File: config.mk
export PLATFORM = sky130hd
export DESIGN_NAME = qusfs_top
export DESIGN_NICKNAME = d
export VERILOG_FILES = /design/src/logic/qusfs_ir_codec.v /design/src/logic/qusfs_top.v
export VERILOG_INCLUDE_DIRS = /design/src /design/src/logic
export SDC_FILE = /design/constraint.sdc
export NUM_CORES = 1
export LEC_CHECK = 0
export BUFFER_PORTS_ARGS = -buffer_cell sky130_fd_sc_hd__buf_2
export CORE_ASPECT_RATIO = 1.4
export CORE_MARGIN = 5
export CORE_UTILIZATION = 47
export DETAILED_ROUTE_END_ITERATION = 16
export MAX_ROUTING_LAYER = met4
export PLACE_DENSITY = 0.84
export SYNTH_ARGS = -nofsm -noshare
export SYNTH_HDL_FRONTEND = slang
export SYNTH_SLANG_ARGS = --single-unit
export TNS_END_PERCENT = 10
File: constraint.sdc
create_clock -name clk_sys -period 3.75 [get_ports clk_sys]
set_input_delay 0.375 -clock clk_sys [delete_from_list [all_inputs] [get_ports clk_sys]]
set_output_delay 0.375 -clock clk_sys [all_outputs]
set_load 0.01 [all_outputs]
File: src/logic/qusfs_defs.vh
// Constants for the quad UART serial pin and FIFO status block
`ifndef QUSFS_DEFS_VH
`define QUSFS_DEFS_VH

// Channel count and status summary layout
`define QUSFS_CHANNELS 4
`define QUSFS_SUMMARY_W 8
`define QUSFS_SUM_TX_LSB 0
`define QUSFS_SUM_RX_LSB 4

// Sixteen ticks of the 16x baud clock make one bit
`define QUSFS_BIT_TICKS 5'h10
// Infrared pulse is three sixteenths of a bit
`define QUSFS_IR_PULSE_TICKS 4'h3

// Pin levels after reset and at rest
`define QUSFS_TX_IDLE_STD 1'b1
`define QUSFS_TX_IDLE_IR 1'b0
`define QUSFS_RX_IDLE_STD 1'b1
`define QUSFS_MODEM_OUT_RESET 1'b1
`define QUSFS_READY_N_RESET 1'b1
`define QUSFS_PIN_IN_RESET 1'b1

`endif

File: src/logic/qusfs_ir_codec.v
// One channel's transmit pin selection and infrared encoder/decoder
`timescale 1ns/1ns
`include "qusfs_defs.vh"

module qusfs_ir_codec (
	// Clock and reset
	input wire clk_sys,
	input wire rst_n,
	// Transmitter and receiver side
	input wire baud16_tick,
	input wire bit_start,
	input wire tx_bit,
	input wire ir_mode,
	output reg rx_bit_reg,
	// Synchronised receive pin
	input wire rx_pin,
	// Transmit pins
	output reg ser_tx_reg,
	output reg ir_tx_reg
);

reg pulse_on_reg;
reg [3:0] pulse_cnt_reg;
reg rx_prev_reg;
reg [4:0] low_cnt_reg;
wire rx_rise;

assign rx_rise = rx_pin & ~rx_prev_reg;

// Encoder: a zero bit becomes a short high pulse, a one bit stays low
always @(posedge clk_sys or negedge rst_n) begin
	if (!rst_n) begin
		pulse_on_reg <= 1'b0;
		pulse_cnt_reg <= 4'h0;
	end else if (bit_start) begin
		pulse_on_reg <= ~tx_bit;
		pulse_cnt_reg <= 4'h0;
	end else if (baud16_tick && pulse_on_reg) begin
		pulse_cnt_reg <= pulse_cnt_reg + 4'h1;
		if (pulse_cnt_reg == `QUSFS_IR_PULSE_TICKS - 4'h1) begin
			pulse_on_reg <= 1'b0;
		end
	end
end

// Pin drivers
always @(posedge clk_sys or negedge rst_n) begin
	if (!rst_n) begin
		ser_tx_reg <= `QUSFS_TX_IDLE_STD;
		ir_tx_reg <= `QUSFS_TX_IDLE_IR;
	end else begin
		ser_tx_reg <= ir_mode ? pulse_on_reg : tx_bit;
		ir_tx_reg <= pulse_on_reg;
	end
end

// Decoder: each pulse marks a zero bit held for one bit time
always @(posedge clk_sys or negedge rst_n) begin
	if (!rst_n) begin
		// Matches the synchroniser's reset level: no false edge
		rx_prev_reg <= `QUSFS_RX_IDLE_STD;
		low_cnt_reg <= 5'h00;
		rx_bit_reg <= `QUSFS_RX_IDLE_STD;
	end else begin
		rx_prev_reg <= rx_pin;
		if (ir_mode && rx_rise) begin
			low_cnt_reg <= `QUSFS_BIT_TICKS;
		end else if (baud16_tick && low_cnt_reg != 5'h00) begin
			low_cnt_reg <= low_cnt_reg - 5'h01;
		end
		// Standard mode passes the line, which idles high
		rx_bit_reg <= ir_mode ? (low_cnt_reg == 5'h00 && !rx_rise) : rx_pin;
	end
end

endmodule

File: src/logic/qusfs_top.v
// Quad UART serial, modem pin and FIFO status read port logic
// Notes on behaviour
// - Select low drives status summary onto bus
// - Low bits are inverted transmit-ready levels
// - High bits are raw receive-ready levels
// - Status read ignores host address entirely
// - Standard mode transmit idles high, also reset
// - Infrared mode uses codec, transmit idles low
// - Infrared output always encoded, idles low
// - Request-to-send software output, auto flow gated
// - Clear-to-send readable, gates transmit in auto
// - Terminal-ready is plain software output
// - Set-ready readable only, no effect
// - Carrier-detect readable only, no effect
// - Ready outputs follow FIFO status per channel
`timescale 1ns/1ns
`include "qusfs_defs.vh"

module qusfs_top #(
	parameter CHANNELS = `QUSFS_CHANNELS
) (
	// Clock and reset
	input wire clk_sys,
	input wire rst_b,
	// Host status read port
	input wire fifo_status_select_n,
	output reg [`QUSFS_SUMMARY_W-1:0] host_data_out_reg,
	output reg host_data_oe_reg,
	// Per-channel control bits from software
	input wire [CHANNELS-1:0] infrared_enable,
	input wire [CHANNELS-1:0] rts_request,
	input wire [CHANNELS-1:0] dtr_request,
	input wire [CHANNELS-1:0] auto_rts_enable,
	input wire [CHANNELS-1:0] auto_rts_int_enable,
	input wire [CHANNELS-1:0] auto_cts_enable,
	input wire [CHANNELS-1:0] auto_cts_int_enable,
	// Per-channel transmitter and receiver core signals
	input wire [CHANNELS-1:0] baud16_tick,
	input wire [CHANNELS-1:0] tx_bit_start,
	input wire [CHANNELS-1:0] tx_serial_bit,
	input wire [CHANNELS-1:0] tx_fifo_ready,
	input wire [CHANNELS-1:0] rx_fifo_ready,
	input wire [CHANNELS-1:0] rx_fifo_above_trigger,
	output wire [CHANNELS-1:0] rx_serial_bit,
	output reg [CHANNELS-1:0] tx_hold_reg,
	// Per-channel readable modem input states, high when asserted
	output reg [CHANNELS-1:0] cts_state_reg,
	output reg [CHANNELS-1:0] dsr_state_reg,
	output reg [CHANNELS-1:0] cd_state_reg,
	// Serial pins
	output wire [CHANNELS-1:0] serial_transmit_out,
	output wire [CHANNELS-1:0] infrared_transmit_out,
	input wire [CHANNELS-1:0] serial_receive_in,
	// Modem pins
	output reg [CHANNELS-1:0] request_to_send_n,
	input wire [CHANNELS-1:0] clear_to_send_n,
	output reg [CHANNELS-1:0] terminal_ready_n,
	input wire [CHANNELS-1:0] set_ready_n,
	input wire [CHANNELS-1:0] carrier_detect_n,
	// FIFO status pins
	output reg [CHANNELS-1:0] transmit_ready_n,
	output reg [CHANNELS-1:0] receive_ready_n
);

// Reset release: asserts at once, leaves on the clock
reg rst_meta_reg;
reg rst_n;

always @(posedge clk_sys or negedge rst_b) begin
	if (!rst_b) begin
		rst_meta_reg <= 1'b0;
		rst_n <= 1'b0;
	end else begin
		rst_meta_reg <= 1'b1;
		rst_n <= rst_meta_reg;
	end
end

// Pin input synchronisers; first stage feeds only the second
reg sel_meta_reg;
reg sel_sync_reg;
reg [CHANNELS-1:0] rx_meta_reg;
reg [CHANNELS-1:0] rx_sync_reg;
reg [CHANNELS-1:0] cts_meta_reg;
reg [CHANNELS-1:0] cts_sync_reg;
reg [CHANNELS-1:0] dsr_meta_reg;
reg [CHANNELS-1:0] dsr_sync_reg;
reg [CHANNELS-1:0] cd_meta_reg;
reg [CHANNELS-1:0] cd_sync_reg;

// Select pin; the board pull-up keeps it idle when open
always @(posedge clk_sys or negedge rst_n) begin
	if (!rst_n) begin
		sel_meta_reg <= `QUSFS_PIN_IN_RESET;
		sel_sync_reg <= `QUSFS_PIN_IN_RESET;
	end else begin
		sel_meta_reg <= fifo_status_select_n;
		sel_sync_reg <= sel_meta_reg;
	end
end

// Serial and modem pins of every channel
always @(posedge clk_sys or negedge rst_n) begin
	if (!rst_n) begin
		rx_meta_reg <= {CHANNELS{`QUSFS_RX_IDLE_STD}};
		rx_sync_reg <= {CHANNELS{`QUSFS_RX_IDLE_STD}};
		cts_meta_reg <= {CHANNELS{`QUSFS_PIN_IN_RESET}};
		cts_sync_reg <= {CHANNELS{`QUSFS_PIN_IN_RESET}};
		dsr_meta_reg <= {CHANNELS{`QUSFS_PIN_IN_RESET}};
		dsr_sync_reg <= {CHANNELS{`QUSFS_PIN_IN_RESET}};
		cd_meta_reg <= {CHANNELS{`QUSFS_PIN_IN_RESET}};
		cd_sync_reg <= {CHANNELS{`QUSFS_PIN_IN_RESET}};
	end else begin
		rx_meta_reg <= serial_receive_in;
		rx_sync_reg <= rx_meta_reg;
		cts_meta_reg <= clear_to_send_n;
		cts_sync_reg <= cts_meta_reg;
		dsr_meta_reg <= set_ready_n;
		dsr_sync_reg <= dsr_meta_reg;
		cd_meta_reg <= carrier_detect_n;
		cd_sync_reg <= cd_meta_reg;
	end
end

// Per-channel pin logic
genvar ch;
generate
	for (ch = 0; ch < CHANNELS; ch = ch + 1) begin : g_chan
		wire auto_rts_on;
		wire auto_cts_on;
		wire rts_next;
		wire tx_hold_next;

		// Auto modes need both the feature bit and its enable bit
		assign auto_rts_on = auto_rts_enable[ch] & auto_rts_int_enable[ch];
		assign auto_cts_on = auto_cts_enable[ch] & auto_cts_int_enable[ch];
		// Software must set the request bit first; auto mode
		// only withdraws it while the receiver is too full
		assign rts_next = rts_request[ch] &
			~(auto_rts_on & rx_fifo_above_trigger[ch]);
		// Deasserted clear-to-send stalls the transmitter
		assign tx_hold_next = auto_cts_on & cts_sync_reg[ch];

		qusfs_ir_codec qusfs_ir_codec_i (
			.clk_sys(clk_sys),
			.rst_n(rst_n),
			.baud16_tick(baud16_tick[ch]),
			.bit_start(tx_bit_start[ch]),
			.tx_bit(tx_serial_bit[ch]),
			.ir_mode(infrared_enable[ch]),
			.rx_bit_reg(rx_serial_bit[ch]),
			.rx_pin(rx_sync_reg[ch]),
			.ser_tx_reg(serial_transmit_out[ch]),
			.ir_tx_reg(infrared_transmit_out[ch])
		);

		// Modem control outputs under software control
		always @(posedge clk_sys or negedge rst_n) begin
			if (!rst_n) begin
				request_to_send_n[ch] <= `QUSFS_MODEM_OUT_RESET;
				terminal_ready_n[ch] <= `QUSFS_MODEM_OUT_RESET;
			end else begin
				request_to_send_n[ch] <= ~rts_next;
				terminal_ready_n[ch] <= ~dtr_request[ch];
			end
		end

		// Flow-control hold and readable modem input states
		always @(posedge clk_sys or negedge rst_n) begin
			if (!rst_n) begin
				tx_hold_reg[ch] <= 1'b0;
				cts_state_reg[ch] <= 1'b0;
				dsr_state_reg[ch] <= 1'b0;
				cd_state_reg[ch] <= 1'b0;
			end else begin
				tx_hold_reg[ch] <= tx_hold_next;
				cts_state_reg[ch] <= ~cts_sync_reg[ch];
				// Readable only; nothing else looks at these
				dsr_state_reg[ch] <= ~dsr_sync_reg[ch];
				cd_state_reg[ch] <= ~cd_sync_reg[ch];
			end
		end

		// FIFO ready pins
		always @(posedge clk_sys or negedge rst_n) begin
			if (!rst_n) begin
				transmit_ready_n[ch] <= `QUSFS_READY_N_RESET;
				receive_ready_n[ch] <= `QUSFS_READY_N_RESET;
			end else begin
				transmit_ready_n[ch] <= ~tx_fifo_ready[ch];
				receive_ready_n[ch] <= ~rx_fifo_ready[ch];
			end
		end
	end
endgenerate

// Built from the flops that drive the ready pins, so the
// bus never disagrees with them; costs one cycle of lag
wire [`QUSFS_SUMMARY_W-1:0] summary;
assign summary[`QUSFS_SUM_TX_LSB +: 4] = ~transmit_ready_n[3:0];
assign summary[`QUSFS_SUM_RX_LSB +: 4] = receive_ready_n[3:0];

// No address input exists: the select alone makes the read
always @(posedge clk_sys or negedge rst_n) begin
	if (!rst_n) begin
		host_data_oe_reg <= 1'b0;
	end else begin
		host_data_oe_reg <= ~sel_sync_reg;
	end
end

// Bus data parks at zero when not selected, so a stray
// enable never shows a stale summary
always @(posedge clk_sys or negedge rst_n) begin
	if (!rst_n) begin
		host_data_out_reg <= {`QUSFS_SUMMARY_W{1'b0}};
	end else begin
		host_data_out_reg <= sel_sync_reg ? {`QUSFS_SUMMARY_W{1'b0}} :
			summary;
	end
end

endmodule

==> results of run 1 <==
cells in the mapped netlist, drive strengths merged, types with 5 or more instances:
cell type,number
dfrtp,71
dfstp,62
inv,49
nand2,27
nand3,15
buf,14
o21ai,14
a21oi,13
ha,12
nor2,12
nor4b,7
mux2i,5
or3,5
worst register-to-register path: stages (launching register included):
cell and delay, ns:
sky130_fd_sc_hd__dfrtp_1 0.38, sky130_fd_sc_hd__inv_1 0.10, sky130_fd_sc_hd__ha_1 0.18, sky130_fd_sc_hd__or4b_1 0.58, sky130_fd_sc_hd__a21oi_1 0.24, sky130_fd_sc_hd__a311oi_1 0.07
placed cells by master, fill, tap and decap left out, types with 4 or more instances in the layout:
cell type,synthesis,final
sky130_fd_sc_hd__or3_1,5,5
sky130_fd_sc_hd__mux2_2,4,4
sky130_fd_sc_hd__nand2b_1,4,4
sky130_fd_sc_hd__and3_1,4,4
sky130_fd_sc_hd__ha_1,12,12
sky130_fd_sc_hd__nor2b_1,4,4
sky130_fd_sc_hd__inv_6,0,6
sky130_fd_sc_hd__xor2_1,4,4
sky130_fd_sc_hd__clkbuf_16,0,18
sky130_fd_sc_hd__nor2_1,12,12
sky130_fd_sc_hd__buf_2,2,123
sky130_fd_sc_hd__o21a_1,4,4
sky130_fd_sc_hd__mux2i_1,5,5
sky130_fd_sc_hd__o31ai_1,4,4
sky130_fd_sc_hd__nand3_1,15,15
sky130_fd_sc_hd__nand3b_1,4,4
sky130_fd_sc_hd__xnor2_1,4,4
sky130_fd_sc_hd__or4b_1,4,4
sky130_fd_sc_hd__dfstp_2,62,62
sky130_fd_sc_hd__a21oi_1,13,13
sky130_fd_sc_hd__nor4b_1,7,7
sky130_fd_sc_hd__nand2_1,27,27
sky130_fd_sc_hd__dfrtp_1,71,70
sky130_fd_sc_hd__inv_1,49,49
sky130_fd_sc_hd__o21ai_0,13,13
cell families (layout without fill, tap and decap cells):
| group | Yosys count | in the layout | synth area share |
|---|---|---|---|
| simple gates | 103 | 103 | 0.121 |
| fa+ha+maj | 12 | 12 | 0.0306 |
| compound gates | 49 | 49 | 0.0616 |
| xor+xnor | 8 | 8 | 0.0143 |
| flops | 133 | 133 | 0.693 |
| other cells | 1 | 1 | 0.000763 |
| buf+inv | 65 | 206 | 0.0594 |
| mux | 9 | 9 | 0.0194 |
power by group:
| part | switching, mW | internal [mW] |
|---|---|---|
| Combinational | 0.281 | 0.251 |
| Clock | 0.642 | 0.967 |
| Sequential | 0.125 | 1.64 |
path summary, 6_finish.rpt:
| path | cells past startpoint | endpoint | slack [ns] | from |
|---|---|---|---|---|
| max in group asynchronous | 1 | g_chan[3].qusfs_ir_codec_i.pulse_cnt_reg[1] | 2.81 | rst_n |
| min in group asynchronous | 2 | rst_meta_reg | 0.28 | rst_b |
| hold reg to reg | 0 | dsr_sync_reg[0] | 0.35 | dsr_meta_reg[0] |
| hold / removal | 1 | rx_meta_reg[2] | 0.06 | serial_receive_in[2] |
| setup reg to reg | 5 | g_chan[1].qusfs_ir_codec_i.low_cnt_reg[1] | 2.05 | g_chan[1].qusfs_ir_codec_i.low_cnt_reg[0] |
| setup / recovery | 5 | g_chan[1].qusfs_ir_codec_i.low_cnt_reg[1] | 2.05 | g_chan[1].qusfs_ir_codec_i.low_cnt_reg[0] |
layout make-up:
class,instances,area share
clock buffer,18,0.0725
clock inverter,14,0.0221
inverter,49,0.0296
multi-input combinational,182,0.195
sequential,133,0.549
tap,138,0.0278
timing repair buffer,125,0.104
timing repair:
action / 4_1_cts / 5_1_grt
endpoints found under the hold margin: 2 / 0
hold buffers: 1 / 0
setup buffers: 0 / 0
endpoints found under the setup margin: 0 / 0
layer usage:
layer  vias to the layer above  share of wire  global-route usage
met5                         -              0                   -
met3                        13          0.064              0.0430
li1                       1510              -                   -
met1                      1566           0.41               0.201
met2                       123           0.52               0.262
met4                         0          0.013              0.0768
==> impl_metrics.sql, run 1 <==
INSERT INTO impl_metrics (metric_group, metric, value, unit) VALUES
('outcome', 'run_status', 'completed', ''),
('flow_run', 'max_cap_violations', '0', ''),
('cells_and_area', 'multiInputGateArea', '1210', 'µm²'),
('global_route', 'grt_start_max_net_pins', '132', ''),
('synthesis', 'post_synthesis_cells', '380', ''),
('clock_network', 'cts_made_buffers', '17', ''),
('clock_network', 'worst_skew_pair.late_latency', '0.40', 'ns'),
('clock_network', 'cts.reportedPaths.clkPinSlew', '0.06', 'ns'),
('synthesis', 'post_synth_main_area_contributors', 'sky130_fd_sc_hd__dfrtp_1 (36%), sky130_fd_sc_hd__dfstp_2 (33%), sky130_fd_sc_hd__inv_1 (3.7%)', ''),
('clock_network', 'buffer_levels_on_the_longest_clock_path', '2', ''),
('cells_and_area', 'nNetsFinal', '591', ''),
('route', 'drc_errors', '0', ''),
('floorplan', 'start_util', '0.477', ''),
('placed_design', 'port-buffer-count', '123', ''),
('sta', 'maxSlewHeadroom', '0.551', ''),
('critical_path', 'critical_path.n_buffers_inverters', '1', ''),
('power_and_ir_drop', 'cell_leakage_power', '3.04', 'nW'),
('route', 'num_vias', '3212', ''),
('sta', 'rsz0062_at_grt', 'false', ''),
('synthesis', 'distinct_cells_synth', '44', ''),
('clock_network', 'tritoncts_clock_tree', 'built', ''),
('sta', 'max_freq', '590', 'MHz'),
('floorplan', 'placeableCoreArea', '10300', 'µm²'),
('placed_design', 'pre_cts_ws', '2.09', 'ns'),
('cells_and_area', 'largest_register_ff_count', '20', ''),
('critical_path', 'crit_path_top_delay_cell', 'sky130_fd_sc_hd__or4b_1', ''),
('route', 'ant_nets', '0', ''),
('cells_and_area', 'sequential_cell_area', '3410', 'µm²'),
('cells_and_area', 'area_growth', '26.5', '%'),
('critical_path', 'crit_path_end_kind', 'flop', ''),
('floorplan', 'fp-row-count', '44', ''),
('sta', 'tightest_slew', '0.673', 'ns'),
('hold_path', 'class_of_the_tightest_hold_or_removal_check', 'in -> reg', ''),
('placed_design', 'dp_cells', '626', ''),
('sta', 'tns', '0', 'ns'),
('route', 'detail_route.vias_per_cell', '4.87', ''),
('floorplan', 'io-pin-count', '124', ''),
('critical_path', 'critical-path-max-stage-delay', '0.58', 'ns'),
('synthesis', 'ys_async_sr_fraction', '1.00', ''),
('sta', 'slew_viol_final', '0', ''),
('clock_network', 'cts_htree_levels', '4', ''),
('synthesis', 'mappedNetlistNets', '463', ''),
('global_route', 'grt_first_pass_wirelength', '15700', 'µm'),
('sta', 'layout_worst_path_cycle_share', '0.452', ''),
('sta', 'fin_ws', '2.05', 'ns'),
('critical_path', 'critPathMaxFanout', '7', ''),
('route', 'drt_first_pass_iters', '5', ''),
('route', 'wl_per_cell', '14.4', 'µm'),
('power_and_ir_drop', 'irDropWorstVdd', '0.000314', 'V'),
('floorplan', 'die_width', '96.4', 'µm'),
('cells_and_area', 'antennaDiodeCount', '0', ''),
('critical_path', 'path_cells', 'inv_1 -> ha_1 -> or4b_1 -> a21oi_1 -> a311oi_1', ''),
('cells_and_area', 'fillCellCount', '837', ''),
('sta', 'period_minus_slack', '1.70', 'ns'),
('synthesis', 'synthDominantCellAreaShare', '0.362', ''),
('clock_network', 'postCtsResizedCells', '0', ''),
('floorplan', 'floorplan.die.height', '131', 'µm'),
('synthesis', 'syn_area', '4910', 'µm²'),
('sta', 'final.setup_skew', '0.00995', 'ns'),
('critical_path', 'critical_path_class', 'reg -> reg', ''),
('critical_path', 'critical-path-top-delay-family', 'simple AND/OR/NAND/NOR gates', ''),
('synthesis', 'syn-mean-instance-area', '12.9', 'µm²'),
('floorplan', 'die-area', '12600', 'µm²'),
('sta', 'finalSetupViolations', '0', ''),
('critical_path', 'critPathArrivalTime', '1.95', 'ns'),
('placed_design', 'hpwl', '6790', 'µm'),
('power_and_ir_drop', 'total_power', '3.90', 'mW'),
('power_and_ir_drop', 'power_density', '628', 'nW/µm²'),
('global_route', 'global_route_usage_over_all_layers', '0.167', ''),
('route', 'drt_wl_total', '9500', 'µm'),
('cells_and_area', 'design_area', '6210', 'µm²');
No activity file was read; power rests on OpenSTA's default activity.
==> run 2: changes to the inputs <==
--- a/config.mk
+++ b/config.mk
@@ -9,10 +9,10 @@
 export BUFFER_PORTS_ARGS = -buffer_cell sky130_fd_sc_hd__buf_2
 export CORE_ASPECT_RATIO = 1.4
 export CORE_MARGIN = 5
-export CORE_UTILIZATION = 47
+export CORE_UTILIZATION = 52
 export DETAILED_ROUTE_END_ITERATION = 16
 export MAX_ROUTING_LAYER = met4
-export PLACE_DENSITY = 0.84
+export PLACE_DENSITY = 0.87
 export SYNTH_ARGS = -nofsm -noshare
 export SYNTH_HDL_FRONTEND = slang
 export SYNTH_SLANG_ARGS = --single-unit
==> constraint.sdc (replaced) <==
create_clock -name clk_sys -period 1.7 [get_ports clk_sys]
set_input_delay 0.17 -clock clk_sys [delete_from_list [all_inputs] [get_ports clk_sys]]
set_output_delay 0.17 -clock clk_sys [all_outputs]
set_load 0.01 [all_outputs]
==> run 2 against run 1 <==
Against the previous run: clock power up 120%; critical path depth is the same; combinational power increased by 150%; critical endpoint is now g_chan[2].qusfs_ir_codec_i.low_cnt_reg[2]; global-route usage rose by 5.1 points; final cell count rose by 4.2%; sequential cell count did not move; power is 130% higher; clock skew up 0.0038 ns.
==> impl_metrics.sql, run 2 (synthesized netlist as in run 1, its figures left out) <==
INSERT INTO impl_metrics (metric_group, metric, value, unit) VALUES
('outcome', 'run_status', 'completed', ''),
('route', 'drc_errors', '0', ''),
('power_and_ir_drop', 'p_seq_frac', '0.443', ''),
('floorplan', 'floorplan.die.height', '125', 'µm'),
('power_and_ir_drop', 'power.switching_fraction', '0.266', ''),
('hold_path', 'holdCritStartpoint', 'auto_cts_enable[0]', ''),
('floorplan', 'io-pin-count', '124', ''),
('route', 'detail_route.vias_per_cell', '5.05', ''),
('cells_and_area', 'fillCellCount', '604', ''),
('sta', 'max_freq', '611', 'MHz'),
('critical_path', 'critical-path-top-delay-family', 'simple AND/OR/NAND/NOR gates', ''),
('clock_network', 'cts.reportedPaths.clkPinSlew', '0.06', 'ns'),
('placed_design', 'port-buffer-count', '123', ''),
('placed_design', 'hpwl', '7100', 'µm'),
('global_route', 'grt_start_max_net_pins', '63', ''),
('clock_network', 'buffer_levels_on_the_longest_clock_path', '2', ''),
('clock_network', 'numClockSinks', '133', ''),
('cells_and_area', 'layout_common_cells', 'sky130_fd_sc_hd__buf_2 (123), sky130_fd_sc_hd__dfrtp_1 (70), sky130_fd_sc_hd__dfstp_2 (62)', ''),
('sta', 'finalSetupViolations', '0', ''),
('sta', 'hold_violations', '0', ''),
('critical_path', 'critPathArrivalTime', '1.93', 'ns'),
('placed_design', 'gp_congestion', '0.795', ''),
('placed_design', 'dp_cells', '600', ''),
('floorplan', 'start_util', '0.525', ''),
('global_route', 'first_global_vias', '3923', ''),
('critical_path', 'crit_path_top_delay_cell', 'sky130_fd_sc_hd__or3b_2', ''),
('cells_and_area', 'design_area', '6760', 'µm²'),
('power_and_ir_drop', 'cell_leakage_power', '3.28', 'nW'),
('sta', 'final.setup_skew', '0.0137', 'ns'),
('cells_and_area', 'drive_above_1_share', '0.404', ''),
('power_and_ir_drop', 'power_density', '1300', 'nW/µm²'),
('route', 'detailedRoute.firstIterationViolations', '154', ''),
('sta', 'hold-worst-slack', '0.0238', 'ns'),
('critical_path', 'cp.required', '1.99', 'ns'),
('clock_network', 'cts_htree_levels', '4', ''),
('flow_run', 'max_cap_violations', '0', ''),
('sta', 'layout_worst_path_cycle_share', '0.963', ''),
('power_and_ir_drop', 'irDropWorstVdd', '0.000842', 'V'),
('clock_network', 'cts_made_buffers', '17', ''),
('global_route', 'grt_antenna_before_repair', '0', ''),
('floorplan', 'placeableCoreArea', '9350', 'µm²'),
('critical_path', 'setup.worst_path.start_class', 'flop', ''),
('cells_and_area', 'area_growth', '37.7', '%'),
('power_and_ir_drop', 'power.combinational.fraction', '0.148', ''),
('critical_path', 'critical_path.n_buffers_inverters', '1', ''),
('power_and_ir_drop', 'clock_power_share', '0.409', ''),
('cells_and_area', 'nNetsFinal', '647', ''),
('route', 'drt_wl_total', '11200', 'µm'),
('sta', 'slew_viol_final', '0', ''),
('cells_and_area', 'sequential_cell_area', '3410', 'µm²'),
('critical_path', 'critPathMaxFanout', '6', ''),
('route', 'wl_per_cell', '16.3', 'µm'),
('route', 'ant_nets', '0', ''),
('critical_path', 'reg2regPathDepth', '5', ''),
('critical_path', 'path_cells', 'inv_1 -> ha_2 -> or3b_2 -> and4b_1 -> o21a_1', ''),
('sta', 'rsz0062_at_grt', 'true', ''),
('clock_network', 'postCtsSetupBuffers', '0', ''),
('floorplan', 'fp-row-count', '42', ''),
('floorplan', 'die_width', '92.1', 'µm'),
('clock_network', 'cts_root_buffer', 'sky130_fd_sc_hd__clkbuf_16', ''),
('placed_design', 'placed_cell_area', '5610', 'µm²'),
('hold_path', 'whs_path_depth', '2', ''),
('floorplan', 'die-area', '11500', 'µm²'),
('critical_path', 'crit_start', 'g_chan[2].qusfs_ir_codec_i.low_cnt_reg[0]', ''),
('cells_and_area', 'largest_register_ff_count', '20', ''),
('cells_and_area', 'multiInputGateArea', '1220', 'µm²'),
('power_and_ir_drop', 'p_sw', '2.35', 'mW'),
('route', 'drt_first_pass_iters', '4', ''),
('global_route', 'grt_first_pass_wirelength', '18800', 'µm'),
('clock_network', 'tritoncts_clock_tree', 'built', ''),
('critical_path', 'cp.depth', '5', ''),
('hold_path', 'class_of_the_tightest_hold_or_removal_check', 'in -> reg', ''),
('global_route', 'global_route_usage_over_all_layers', '0.218', ''),
('critical_path', 'critical_path_class', 'reg -> reg', ''),
('critical_path', 'crit_path_end_kind', 'flop', ''),
('sta', 'period_minus_slack', '1.64', 'ns'),
('cells_and_area', 'stdcell_count', '687', ''),
('clock_network', 'worst_skew_pair.late_latency', '0.41', 'ns'),
('global_route', 'grt_overflow_total', '0', ''),
('critical_path', 'reg2reg_from', 'g_chan[2].qusfs_ir_codec_i.low_cnt_reg[0]', ''),
('power_and_ir_drop', 'power_report.internal_total', '6.47', 'mW'),
('critical_path', 'critical-path-max-stage-delay', '0.46', 'ns'),
('sta', 'tns', '0', 'ns'),
('cells_and_area', 'most_frequent_standard_cell_in_the_layout_excluding_fill_and_tap_cells', 'sky130_fd_sc_hd__buf_2', ''),
('route', 'num_vias', '3471', ''),
('cells_and_area', 'antennaDiodeCount', '0', '');
## run 2: cell types whose count changed in the layout (fill, tap and decap cells not counted), sizes merged
cell,change
dlygate4sd3,+54
clkinv,+1
clkbuf,-1
bufinv,+1
buf,+2
inv,-1
## run 2: metrics by stage
stage / util / setup slack, ns / total power [mW]
finish: 0.723 / 0.0622 / 8.81
global route: 0.723 / -0.0193 / 9.27
CTS: 0.722 / 0.0110 / 8.86
detailed placement: 0.600 / 0.0432 / 5.11
global placement: 0.600 / 0.135 / 4.98
floorplan: - / 0.167 / 4.71
## run 2: layout make-up
class | instances | area share
inverter | 49 | 0.0272
tap | 110 | 0.0203
sequential | 133 | 0.504
multi-input combinational | 182 | 0.181
timing repair buffer | 181 | 0.179
clock inverter | 15 | 0.0250
clock buffer | 17 | 0.0629
## run 2: final timing paths
kind	end	slack, ns
worst max-delay path	g_chan[2].qusfs_ir_codec_i.low_cnt_reg[2]	0.06
worst min-delay path	tx_hold_reg[0]	0.02
worst max register to register	g_chan[2].qusfs_ir_codec_i.low_cnt_reg[2]	0.06
worst min register to register	dsr_state_reg[2]	0.21
max in group asynchronous	cd_sync_reg[3]	0.85
min in group asynchronous	rst_meta_reg	0.08
## run 2: power groups by stage
stage,clock [mW],sequential (mW),combinational [mW]
floorplan,0,3.92,0.789
global placement,0,3.90,1.08
detailed placement,0,3.93,1.18
CTS,3.66,3.89,1.30
global route,3.84,3.96,1.46
finish,3.60,3.90,1.31
## run 2: timing repair
| action | 4_1_cts | 5_1_grt |
|---|---|---|
| setup endpoints to repair | 0 | 5 |
| hold buffers | 55 | 0 |
| endpoints found under the hold margin | 65 | 0 |
| gates resized for setup | 0 | 3 |
## run 2: layer usage
metal  share of wire  vias up  track usage  routed length, µm
li1                -     1637            -                  -
met1            0.36     1683        0.218               3980
met2            0.56      121        0.384               6250
met3           0.059       30       0.0691                664
met4           0.028        0       0.0989                318
met5               0        -            -                  0
